===== src/hdl/vstage_pkg.sv =====
// constants shared by the sequence-voltage stage timer
package vstage_pkg;
   localparam int CLK_HZ = 20000000;
   localparam int TICK_MS = 5;
   localparam int TICK_CYCLES = CLK_HZ / 1000 * TICK_MS;
   localparam int OP_W = 19;
   localparam int REL_W = 15;
   localparam int RATIO_W = 16;
   localparam int DIAL_W = 13;
   localparam int EXP_W = 12;
   localparam int RATIO_FRAC = 12;
   localparam logic [15:0] RATIO_ONE = 16'h1000;
   localparam logic [15:0] RATIO_OVER_REL = 16'h0f85;
   localparam logic [15:0] RATIO_UNDER_REL = 16'h107b;
   localparam logic [1:0] SEL_FIXED = 2'h1;
   localparam logic [1:0] SEL_INVERSE = 2'h2;
   localparam logic [1:0] SEL_NO = 2'h1;
   localparam logic [1:0] SEL_YES = 2'h2;
   localparam logic [18:0] MAX_DELAY_TICKS = 19'h57e40;
   localparam logic [18:0] FIXED_DELAY_DEF = 19'h00008;
   localparam int RELEASE_DELAY_DEF_MS = 60;
   localparam logic [14:0] RELEASE_DELAY_DEF = 15'(RELEASE_DELAY_DEF_MS / TICK_MS);
   localparam logic [12:0] DIAL_K_DEF = 13'h0005;
   localparam logic [11:0] EXP_A_DEF = 12'h064;
   localparam logic [1:0] DELAY_TYPE_DEF = 2'h1;
   localparam logic [1:0] DELAYED_RELEASE_DEF = 2'h2;
   localparam logic [1:0] RESET_AFTER_DEF = 2'h2;
   localparam logic [1:0] CONTINUE_DEF = 2'h1;
   localparam logic [15:0] HUNDREDTH_MUL = 16'h028f;
   localparam logic [5:0] DIV_STEPS = 6'h20;
endpackage


===== src/hdl/inverse_time_calc.sv =====
// inverse-time operating delay in ticks from ratio, dial and exponent
`timescale 1ns/1ps
`default_nettype none
module inverse_time_calc
(
   input wire logic i_clk,
   input wire logic i_sys_rst,
   input wire logic i_under,
   input wire logic [15:0] i_ratio,
   input wire logic [12:0] i_dial_k,
   input wire logic [11:0] i_inverse_time_mode_exp,
   output logic [18:0] o_ticks
);
   typedef enum logic {LOAD, DIVIDE} calc_state_t;
   typedef struct packed {
      calc_state_t st;
      logic [5:0] step;
      logic [32:0] rem;
      logic [31:0] quo;
      logic [31:0] dvs;
      logic [18:0] ticks;
   } calc_t;
   calc_t q, d;

   logic [4:0] lead;
   logic [15:0] mant;
   logic signed [17:0] log2r;
   logic signed [30:0] prod;
   logic signed [47:0] scaled;
   logic signed [23:0] y;
   logic signed [11:0] n;
   logic [31:0] pow;
   logic [31:0] dvs_new;
   logic [32:0] trial;

   // log2 and exp2 use the straight-line mantissa approximation: cheap, within about 6 %
   always_comb
   begin
      lead = 5'h00;
      for (int i = 0; i < 16; i++)
      begin
         if (i_ratio[i])
         begin
            lead = 5'(i);
         end
      end
      mant = i_ratio << (5'h0f - lead);
      log2r = $signed({1'b0, lead, 12'h000}) - $signed(18'h0c000) + $signed({6'h00, mant[14:3]});
      prod = 31'(log2r * $signed({1'b0, i_inverse_time_mode_exp}));
      scaled = 48'(prod * $signed({1'b0, vstage_pkg::HUNDREDTH_MUL}));
      y = 24'(scaled >>> 16);
      n = 12'(y >>> vstage_pkg::RATIO_FRAC);
      if (i_ratio == 16'h0000)
      begin
         pow = 32'h00000000;
      end
      else if (n > 12'sh013)
      begin
         pow = 32'hffffffff;
      end
      else if (n >= 12'sh000)
      begin
         pow = {19'h00000, 1'b1, y[11:0]} << n[4:0];
      end
      else if (n < -12'sh00d)
      begin
         pow = 32'h00000000;
      end
      else
      begin
         pow = {19'h00000, 1'b1, y[11:0]} >> 5'(-n);
      end
      dvs_new = i_under ? (32'h00001000 - pow) : (pow - 32'h00001000);
      if (i_under ? (pow >= 32'h00001000) : (pow <= 32'h00001000))
      begin
         dvs_new = 32'h00000000;
      end
   end

   always_comb
   begin
      d = q;
      trial = {q.rem[31:0], q.quo[31]};
      case (q.st)
         LOAD:
         begin
            d.rem = 33'h000000000;
            // k in hundredths, tick 5 ms: ticks = 2k / |r^a - 1|
            d.quo = {6'h00, i_dial_k, 13'h0000};
            d.dvs = dvs_new;
            d.step = 6'h00;
            d.st = DIVIDE;
         end
         DIVIDE:
         begin
            if (trial >= {1'b0, q.dvs})
            begin
               d.rem = trial - {1'b0, q.dvs};
               d.quo = {q.quo[30:0], 1'b1};
            end
            else
            begin
               d.rem = trial;
               d.quo = {q.quo[30:0], 1'b0};
            end
            d.step = q.step + 6'h01;
            if (q.step == vstage_pkg::DIV_STEPS - 6'h01)
            begin
               d.st = LOAD;
               if (q.dvs == 32'h00000000 || d.quo > {13'h0000, vstage_pkg::MAX_DELAY_TICKS})
               begin
                  d.ticks = vstage_pkg::MAX_DELAY_TICKS;
               end
               else
               begin
                  d.ticks = d.quo[18:0];
               end
            end
         end
         default:
         begin
            d.st = LOAD;
         end
      endcase
   end

   always_ff @(posedge i_clk)
   begin
      if (i_sys_rst)
      begin
         q <= '{st: LOAD, step: 6'h00, rem: 33'h000000000, quo: 32'h00000000,
                dvs: 32'h00000000, ticks: vstage_pkg::MAX_DELAY_TICKS};
      end
      else
      begin
         q <= d;
      end
   end

   assign o_ticks = q.ticks;
endmodule
`default_nettype wire


===== src/hdl/voltage_stage_trip_release_timer.sv =====
// operating and release timing of one sequence-voltage protection stage
// What this block does
// - instant: trip together with start
// - fixed mode: trip after set delay
// - inverse: k over ratio power difference
// - type code 1 fixed, 2 inverse
// - fixed delay 5 ms steps, zero instant
// - dial k in 0.01 s steps
// - exponent a in 0.01 steps
// - settings act only in their mode
// - release delay holds start after drop
// - delayed release code 1 off, 2 on
// - counter clears after full release delay
// - optionally keep counting during release
// - default 60 ms release, time held
// - no trip during release interval
// - blocked at pick-up: blocked, no timer
// - later block drops start at once, timers release like pick-up drop
// - release hysteresis 97 / 103 percent
`timescale 1ns/1ps
`default_nettype none
module voltage_stage_trip_release_timer
#(
   parameter int TICK_CYCLES = vstage_pkg::TICK_CYCLES
)
(
   input wire logic i_clk,
   input wire logic i_sys_rst,
   input wire logic i_under,
   input wire logic [15:0] i_ratio,
   input wire logic i_block,
   input wire logic [1:0] i_delay_type,
   input wire logic [18:0] i_fixed_delay,
   input wire logic [12:0] i_dial_k,
   input wire logic [11:0] i_inverse_time_mode_exp,
   input wire logic [14:0] i_release_delay,
   input wire logic [1:0] i_delayed_release,
   input wire logic [1:0] i_reset_after_release,
   input wire logic [1:0] i_continue_release,
   output logic o_start,
   output logic o_trip,
   output logic o_blocked,
   output logic o_releasing,
   output logic [18:0] o_op_ticks
);
   typedef struct packed {
      logic [16:0] div_cnt;
      logic pick;
      logic start;
      logic trip;
      logic blocked;
      logic rel_active;
      logic [14:0] rel_cnt;
      logic [18:0] op_cnt;
   } stage_t;
   stage_t q, d;

   localparam logic [16:0] TICK_LAST = 17'(TICK_CYCLES - 1);

   logic [18:0] inv_ticks;
   logic [18:0] target;
   logic [18:0] op_inc;
   logic [14:0] rel_n;
   logic tick;
   logic pick_nx;
   logic run;

   inverse_time_calc calc
   (
      .i_clk(i_clk),
      .i_sys_rst(i_sys_rst),
      .i_under(i_under),
      .i_ratio(i_ratio),
      .i_dial_k(i_dial_k),
      .i_inverse_time_mode_exp(i_inverse_time_mode_exp),
      .o_ticks(inv_ticks)
   );

   always_comb
   begin
      d = q;
      tick = (q.div_cnt == TICK_LAST);
      d.div_cnt = tick ? 17'h00000 : q.div_cnt + 17'h00001;
      // any code other than inverse runs the fixed delay, so a bad code fails safe
      target = (i_delay_type == vstage_pkg::SEL_INVERSE) ? inv_ticks : i_fixed_delay;
      op_inc = (q.op_cnt == vstage_pkg::MAX_DELAY_TICKS) ? q.op_cnt : q.op_cnt + 19'h00001;
      rel_n = q.rel_active ? q.rel_cnt + 15'h0001 : 15'h0001;
      if (i_under)
      begin
         pick_nx = q.pick ? (i_ratio <= vstage_pkg::RATIO_UNDER_REL) : (i_ratio < vstage_pkg::RATIO_ONE);
      end
      else
      begin
         pick_nx = q.pick ? (i_ratio >= vstage_pkg::RATIO_OVER_REL) : (i_ratio > vstage_pkg::RATIO_ONE);
      end
      run = pick_nx & ~i_block;
      if (tick)
      begin
         d.pick = pick_nx;
         d.blocked = pick_nx & i_block;
         if (run)
         begin
            d.start = 1'b1;
            d.rel_active = 1'b0;
            d.rel_cnt = 15'h0000;
            d.op_cnt = op_inc;
            // zero delay meets the first count, so trip rises with start
            d.trip = (op_inc >= target);
         end
         else if (q.start | q.rel_active)
         begin
            d.trip = 1'b0;
            if (rel_n >= i_release_delay)
            begin
               d.start = 1'b0;
               d.rel_active = 1'b0;
               d.rel_cnt = 15'h0000;
               d.op_cnt = 19'h00000;
            end
            else
            begin
               d.rel_active = 1'b1;
               d.rel_cnt = rel_n;
               // a block drops start at once, only the timers see the release hold
               d.start = (i_delayed_release == vstage_pkg::SEL_YES) & ~(pick_nx & i_block);
               if (i_continue_release == vstage_pkg::SEL_YES)
               begin
                  d.op_cnt = op_inc;
               end
               else if (i_reset_after_release == vstage_pkg::SEL_YES)
               begin
                  d.op_cnt = q.op_cnt;
               end
               else
               begin
                  d.op_cnt = 19'h00000;
               end
            end
         end
         else
         begin
            d.start = 1'b0;
            d.trip = 1'b0;
            d.op_cnt = 19'h00000;
         end
      end
   end

   always_ff @(posedge i_clk)
   begin
      if (i_sys_rst)
      begin
         q <= '0;
      end
      else
      begin
         q <= d;
      end
   end

   assign o_start = q.start;
   assign o_trip = q.trip;
   assign o_blocked = q.blocked;
   assign o_releasing = q.rel_active;
   assign o_op_ticks = q.op_cnt;
endmodule
`default_nettype wire


===== config.mk =====
export PLATFORM = sky130hd
export DESIGN_NAME = voltage_stage_trip_release_timer
export DESIGN_NICKNAME = d
export VERILOG_FILES = /design/src/hdl/vstage_pkg.sv /design/src/hdl/inverse_time_calc.sv /design/src/hdl/voltage_stage_trip_release_timer.sv
export SDC_FILE = /design/constraint.sdc
export NUM_CORES = 2
export LEC_CHECK = 0
export ABC_AREA = 0
export BUFFER_PORTS_ARGS = -buffer_cell sky130_fd_sc_hd__buf_2
export CAP_MARGIN = 40
export CORE_UTILIZATION = 59
export DETAILED_ROUTE_END_ITERATION = 7
export PLACE_DENSITY_LB_ADDON = 0.1
export SLEW_MARGIN = 20
export SYNTH_ARGS = -nofsm -noshare
export SYNTH_HDL_FRONTEND = slang
export SYNTH_HIERARCHICAL = 1
export SYNTH_SLANG_ARGS = --single-unit

===== constraint.sdc =====
create_clock -name i_clk -period 16.8 [get_ports i_clk]
set_input_delay 1.68 -clock i_clk [delete_from_list [all_inputs] [get_ports i_clk]]
set_output_delay 1.68 -clock i_clk [all_outputs]
set_load 0.05 [all_outputs]

======== Word-level counts from Yosys, hierarchy flattened ========
Cells that the tools add are included.
cells by class
  add/subtract/negate cells ............... 11
  $mul .................................... 2
  divide/modulo/power cells ............... 0
  magnitude comparators ................... 13
  eq/ne operators ......................... 8
  shift-type cells ........................ 3
  mux-type cells .......................... 42
  bitwise gates (word level) .............. 7
  reduce and logical (&&, ||, !) cells .... 8
operator list
  operator                                                                 number
  32-bit 2-to-1 mux                                                        6
  72-bit case mux with 2 select lines                                      1
  65-bit 2-to-1 mux                                                        2
  19-bit 2-to-1 mux                                                        6
  35-bit 2-to-1 mux                                                        2
  5-bit 2-to-1 mux                                                         14
  31-bit by 11-bit multiplier with 40-bit output, second input constant    1
  33-bit by 32-bit >= comparator with 1-bit output                         1
  33-bit by 32-bit subtractor with 33-bit output                           1
  32-bit by 13-bit >= comparator with 1-bit output, second input constant  1
  32-bit by 19-bit > comparator with 1-bit output, second input constant   1
  32-bit by 13-bit <= comparator with 1-bit output, second input constant  1
  32-bit logical NOT                                                       1
  13-bit by 5-bit left shift with 32-bit output                            1
  13-bit by 5-bit right shift with 32-bit output                           1
  13-bit by 32-bit subtractor with 32-bit output, first input constant     1
  32-bit by 13-bit subtractor with 32-bit output, second input constant    1
  18-bit by 13-bit multiplier with 31-bit output                           1
  19-bit by 1-bit adder with 19-bit output, second input constant          1
  19-bit equality test, second input constant                              1
  19-bit >= comparator                                                     1
  18-bit by 13-bit adder with 18-bit output                                1
  17-bit by 16-bit subtractor with 18-bit output, second input constant    1
  17-bit by 1-bit adder with 17-bit output, second input constant          1
  other kinds (29)                                                         45
word-level totals
  flip-flop bits (word level) ............. 178
  bits in latches ......................... 0
  memory bits (writable) .................. 0
  ROM bits ................................ 0
  input port bits ......................... 87
  output and inout port bits .............. 23
  word-level logic and storage cells ...... 108
  memories ................................ 0

======== Depth between registers and ports, before layout ========
  depth in word-level cells ............... 29
  gate-level depth with buffers ........... 76

======== By module ========
The synthesis kept the hierarchy.
modules (own cells, without submodules)
  module                            instances  cells an instance  area an instance (um^2)  seq. area each (um^2)
  inverse_time_calc                 1          2871               24069.3                  2442.3
  voltage_stage_trip_release_timer  1          509                4287.9                   1121.1

======== Worst setup path before layout ========
Ideal clock, no wire load.
  path type ............................... in2reg
  from .................................... input port i_ratio[2]
  to ...................................... register calc/q[20] (netlist bit)
  data arrival time ....................... 16580 ps
  required time ........................... 16671 ps
  setup slack ............................. 90 ps
  cell stages on the path ................. 74
  path buffers ............................ 10
  cells stage by stage .................... inv_1 -> a21oi_1 -> o21bai_1 -> a21oi_1 -> o21bai_1 -> a21oi_1 -> nor2_1 -> nor2_1 -> nor2_1 -> nor2_1 -> clkbuf_1 -> buf_1 -> a21oi_1 -> o22ai_1 -> nand2_1 -> clkbuf_1 -> and2_1 -> fa_1 -> [... 38 more ...] -> buf_4 -> ha_1 -> clkbuf_1 -> xnor3_1 -> mux2_2 -> mux2_2 -> o221ai_1 -> o22ai_1 -> nand2_1 -> ha_1 -> and3_4 -> and3_1 -> buf_6 -> a211oi_2 -> a211oi_1 -> or3_4 -> buf_2 -> o22ai_1
on the way
  longest elaborated chain between the ends .. 28
RTL lines
  what                                                                    RTL line                                          text
  from (decl)                                                             voltage_stage_trip_release_timer.sv:30            input wire logic [15:0] i_ratio,
  5-bit 2-to-1 mux (14 in series)                                         inverse_time_calc.sv:42                           if (i_ratio[i])
  4-bit by 5-bit subtractor with 5-bit output                             inverse_time_calc.sv:47                           mant = i_ratio << (5'h0f - lead);
  16-bit by 5-bit left shift with 15-bit output                           inverse_time_calc.sv:47
  18-bit by 13-bit adder with 18-bit output                               inverse_time_calc.sv:48                           log2r = $signed({1'b0, lead, 12'h000}) - $signed(18'h0c000) + $signed({6'h00, mant[14:3]});
  18-bit by 13-bit multiplier with 31-bit output                          inverse_time_calc.sv:49                           prod = 31'(log2r * $signed({1'b0, i_inverse_time_mode_exp}));
  31-bit by 11-bit multiplier with 40-bit output                          inverse_time_calc.sv:50                           scaled = 48'(prod * $signed({1'b0, vstage_pkg::HUNDREDTH_MUL}));
  5-bit negation                                                          inverse_time_calc.sv:71                           pow = {19'h00000, 1'b1, y[11:0]} >> 5'(-n);
  13-bit by 5-bit right shift with 32-bit output                          inverse_time_calc.sv:71
  32-bit 2-to-1 mux                                                       inverse_time_calc.sv:65                           else if (n < -12'sh00d)
  32-bit 2-to-1 mux                                                       inverse_time_calc.sv:61                           else if (n >= 12'sh000)
  32-bit 2-to-1 mux                                                       inverse_time_calc.sv:57                           else if (n > 12'sh013)
  32-bit 2-to-1 mux *                                                     inverse_time_calc.sv:53                           if (i_ratio == 16'h0000)
  32-bit by 13-bit subtractor with 32-bit output (tied with other cells)  inverse_time_calc.sv:73                           dvs_new = i_under ? (32'h00001000 - pow) : (pow - 32'h00001000);
  32-bit 2-to-1 mux or 1-bit 2-to-1 mux (tied branches)                   inverse_time_calc.sv:73, inverse_time_calc.sv:74
  32-bit 2-to-1 mux *                                                     inverse_time_calc.sv:74                           if (i_under ? (pow >= 32'h00001000) : (pow <= 32'h00001000))
  to (signal assigned)                                                    inverse_time_calc.sv:131                          q <= '{st: LOAD, step: 6'h00, rem: 33'h000000000, quo: 32'h00000000,
  to (decl)                                                               inverse_time_calc.sv:23                           calc_t q, d;
Mark *: on every way between the ends. The rest lies on a longest branch, timed or not.
A chain may end at the register's enable or synchronous reset.

======== Worst setup path after layout ========
  from .................................... input port i_ratio[3]
  to ...................................... register calc/q[24] (netlist bit)
on the way
  longest elaborated chain between the ends .. 27
RTL lines
  what                                                                    RTL line
  5-bit 2-to-1 mux (13 in series)                                         inverse_time_calc.sv:42
  4-bit by 5-bit subtractor with 5-bit output                             inverse_time_calc.sv:47
  16-bit by 5-bit left shift with 15-bit output                           inverse_time_calc.sv:47
  18-bit by 13-bit adder with 18-bit output                               inverse_time_calc.sv:48
  18-bit by 13-bit multiplier with 31-bit output                          inverse_time_calc.sv:49
  31-bit by 11-bit multiplier with 40-bit output                          inverse_time_calc.sv:50
  5-bit negation                                                          inverse_time_calc.sv:71
  13-bit by 5-bit right shift with 32-bit output                          inverse_time_calc.sv:71
  32-bit 2-to-1 mux                                                       inverse_time_calc.sv:65
  32-bit 2-to-1 mux                                                       inverse_time_calc.sv:61
  32-bit 2-to-1 mux                                                       inverse_time_calc.sv:57
  32-bit 2-to-1 mux *                                                     inverse_time_calc.sv:53
  32-bit by 13-bit subtractor with 32-bit output (tied with other cells)  inverse_time_calc.sv:73
  32-bit 2-to-1 mux or 1-bit 2-to-1 mux (tied branches)                   inverse_time_calc.sv:73, inverse_time_calc.sv:74
  32-bit 2-to-1 mux *                                                     inverse_time_calc.sv:74
Marks and branches as above.

==> results.sh <==
export IMPL_cts_sinks=178
export IMPL_critPathMostFrequentCell="fa_1"
export IMPL_cts_tree="done"
export IMPL_ant_nets=0
export IMPL_synth_top_cell_area_share_pct=21.39
export IMPL_setup_viol=0
export IMPL_r2r_end="calc/o_ticks[11]$_SDFFE_PP1P_"
export IMPL_die_area_um2=48940
export IMPL_grt_use_met3_pct=3.280
export IMPL_drive_gt1_share_pct=11.96
export IMPL_use_met1_pct=43.81
export IMPL_yosysUniqueCellTypes=110
export IMPL_tritoncts_num_buffers=17
export IMPL_start_util_pct=60.40
export IMPL_fmax_mhz=62.23
export IMPL_worstMarginPinSlew_ns=0.8699
export IMPL_dr_first_iter_drc_count=1885
export IMPL_grt_overflow_total=0
export IMPL_via_count=24364
export IMPL_cp_required_ns=17.15
export IMPL_synth_most_common_cell="inv_1"
export IMPL_ys_dominant_reg_cell="dfxtp_1"
export IMPL_cts_root_buf="clkbuf_16"
export IMPL_numPlacedInstances=4026
export IMPL_max_cap_violations=0
export IMPL_die_h_um=221.2
export IMPL_final_cells=4086
export IMPL_synth_commonest_cells="inv_1, fa_1, ha_1"
export IMPL_synth_fa_ha_area_share_pct=33.88
export IMPL_clk_latency_ns=0.44
export IMPL_critPathCapture="calc/q[24]$_SDFFE_PP0N_"
export IMPL_yosysTopAreaCell="fa_1"
export IMPL_ioPinCount=110
export IMPL_ys_warn_count=6
export IMPL_ys_top_cells_by_area="fa_1, dfxtp_1, ha_1"
export IMPL_synth_seq_area_share_pct=12.57
export IMPL_reg2regPathDepth=19
export IMPL_synth_cells=3380
export IMPL_row_count=79
export IMPL_synth_mux_area_fraction_pct=4.112
export IMPL_hold_path_class="reg2reg"
export IMPL_finalClockSkew_ns=0.01611
export IMPL_nFillCells=4026
export IMPL_synth_compound_area_share_pct=16.48
export IMPL_die_w_um=221.2
export IMPL_rrSetupSlack_ns=12.03
export IMPL_grtUsageMet2_pct=51.01
export IMPL_clk_pin_slew_ns=0.08
export IMPL_synth_simple_area_share_pct=18.09
export IMPL_fin_nets=4139
export IMPL_grt_max_degree=65
export IMPL_busiest_layer="met2"
export IMPL_cp_max_fo=8
export IMPL_status="completed"
export IMPL_hold_viol=0
export IMPL_synth_area_um2=28360
export IMPL_rr_startpoint="calc/q[20]$_SDFFE_PP0N_"
export IMPL_hpwl_um=61720
export IMPL_relSlewSlack_pct=41.47
export IMPL_synth_edf_count=0
export IMPL_grt_pass1_vias=24539
export IMPL_antenna_found_initial=0
export IMPL_cts_htree_levels=4
export IMPL_cp_end_kind="flop"
export IMPL_num_antenna_cells=0
export IMPL_cp_arrival_ns=16.42
export IMPL_io_buffers=109
export IMPL_syn_area_per_cell_um2=8.390
export IMPL_ys_ff_latch=178
export IMPL_synth_top_family_by_area="adder cells"
export IMPL_startpoint_type="primary input"
export IMPL_core_area_um2=46950
export IMPL_via_per_inst=5.963
export IMPL_crit_start="i_ratio[3]"
export IMPL_cts_hold_buf=0
export IMPL_area_growth_pct=8.705
export IMPL_wire_per_inst_um=18.51
export IMPL_slowest_delay_ns=0.55
export IMPL_cpMaxStageDelayCell="fa_1"
export IMPL_gp_congestion=0.9475
export IMPL_synth_xor_area_share_pct=4.906
export IMPL_drt_total_wl_um=75630
export IMPL_drc=0
export IMPL_slew_violations=0
export IMPL_finalCriticalPeriod_ns=16.07
export IMPL_grt_pass1_wl_um=125000
export IMPL_async_flop_share_pct=0
export IMPL_syn_nets=4053
export IMPL_period_share_pct=95.66
export IMPL_firstDrtPassIters=7
export IMPL_path_class="in2reg"
export IMPL_cts_buffer_depth=2
export IMPL_track_usage_pct=31.07
==> per-layer routing <==
layer	vias up	part of all wire, %
li1	11649	-
met1	11802	46
met2	802	47
met3	111	5.2
met4	0	2.2
met5	-	0
==> worst min path at each step <==
stage	depth (start not counted)	startpoint	end	slack [ns]
6_report	2	o_blocked$_SDFFE_PP0P_	o_blocked$_SDFFE_PP0P_	0.45
2_1_floorplan	1	calc/q[116]$_SDFF_PP0_	calc/q[116]$_SDFF_PP0_	0.42
3_5_place_dp	2	o_blocked$_SDFFE_PP0P_	o_blocked$_SDFFE_PP0P_	0.45
4_1_cts	2	o_blocked$_SDFFE_PP0P_	o_blocked$_SDFFE_PP0P_	0.46
5_1_grt	1	calc/q[78]$_SDFF_PP0_	calc/q[79]$_SDFF_PP0_	0.48
3_3_place_gp	1	calc/q[116]$_SDFF_PP0_	calc/q[116]$_SDFF_PP0_	0.43
==> sequential cells by signal (all words and copies together) (netlist names), named ones only <==
register      cells
o_start           1
calc/q          103
q                33
o_releasing       1
o_op_ticks       18
o_blocked         1
calc/o_ticks     19
o_trip            1
==> metrics by stage <==
step	cell area, um^2	hold slack (ns)	setup WS, ns	util, %	TNS [ns]
2_1_floorplan	28360	0.4175	0.09025	-	0
3_3_place_gp	29540	0.4264	-0.1504	62.92	-1.920
3_5_place_dp	29590	0.4474	-0.2243	63.01	-5.422
4_1_cts	30170	0.4583	0.1072	64.25	0
5_1_grt	30830	0.4754	-0.1104	65.65	-1.260
6_report	30830	0.4544	0.7294	65.65	0
==> cell usage in the layout (no fill, tap or decap), types with 25 or more instances in the layout <==
cell type,n
nor2_1,216
a211oi_1,31
nor2b_1,44
o211ai_1,25
nand2_1,208
nand4_1,47
and2_1,120
xor2_1,46
buf_2,112
and3_1,46
ha_1,278
a21o_1,43
dfxtp_1,178
o22ai_1,39
inv_1,515
fa_1,303
mux2i_1,90
nand3_1,81
o21ai_0,100
a22o_1,28
a21oi_1,134
buf_4,114
nor3_1,52
xnor2_1,99
nand2b_1,37
nor4_1,32
a31oi_1,36
==> critical path, delay by kind of cell <==
kind | cells | cell delay (ns)
fa+ha+maj | 14 | 5.75
simple gates | 16 | 2.60
mux | 2 | 0.33
xor+xnor | 2 | 0.55
buf+inv | 10 | 1.00
compound gates | 23 | 4.50
==> cells by family after synthesis <==
family / after synthesis
flops: 178
xor+xnor: 154
simple gates: 987
buf+inv: 692
fa+ha+maj: 586
mux: 110
compound gates: 673
==> layout make-up <==
cell class | count | area, um^2 | area share (%)
Multi-Input combinational cell | 2512 | 22400 | 72.68
Sequential cell | 178 | 3563 | 11.56
Inverter | 520 | 1952 | 6.332
Timing Repair Buffer | 237 | 1565 | 5.078
Tap cell | 607 | 759.5 | 2.464
Clock buffer | 19 | 442.9 | 1.437
Clock inverter | 13 | 138.9 | 0.4505
==> timing repair <==
item	4_1_cts	5_1_grt
gates resized for setup	0	91
endpoints found under the setup margin	0	32
buffers inserted	0	19
Power is not shown: default switching activity piles up to over one toggle a cycle in this logic, so the estimate is an artifact.
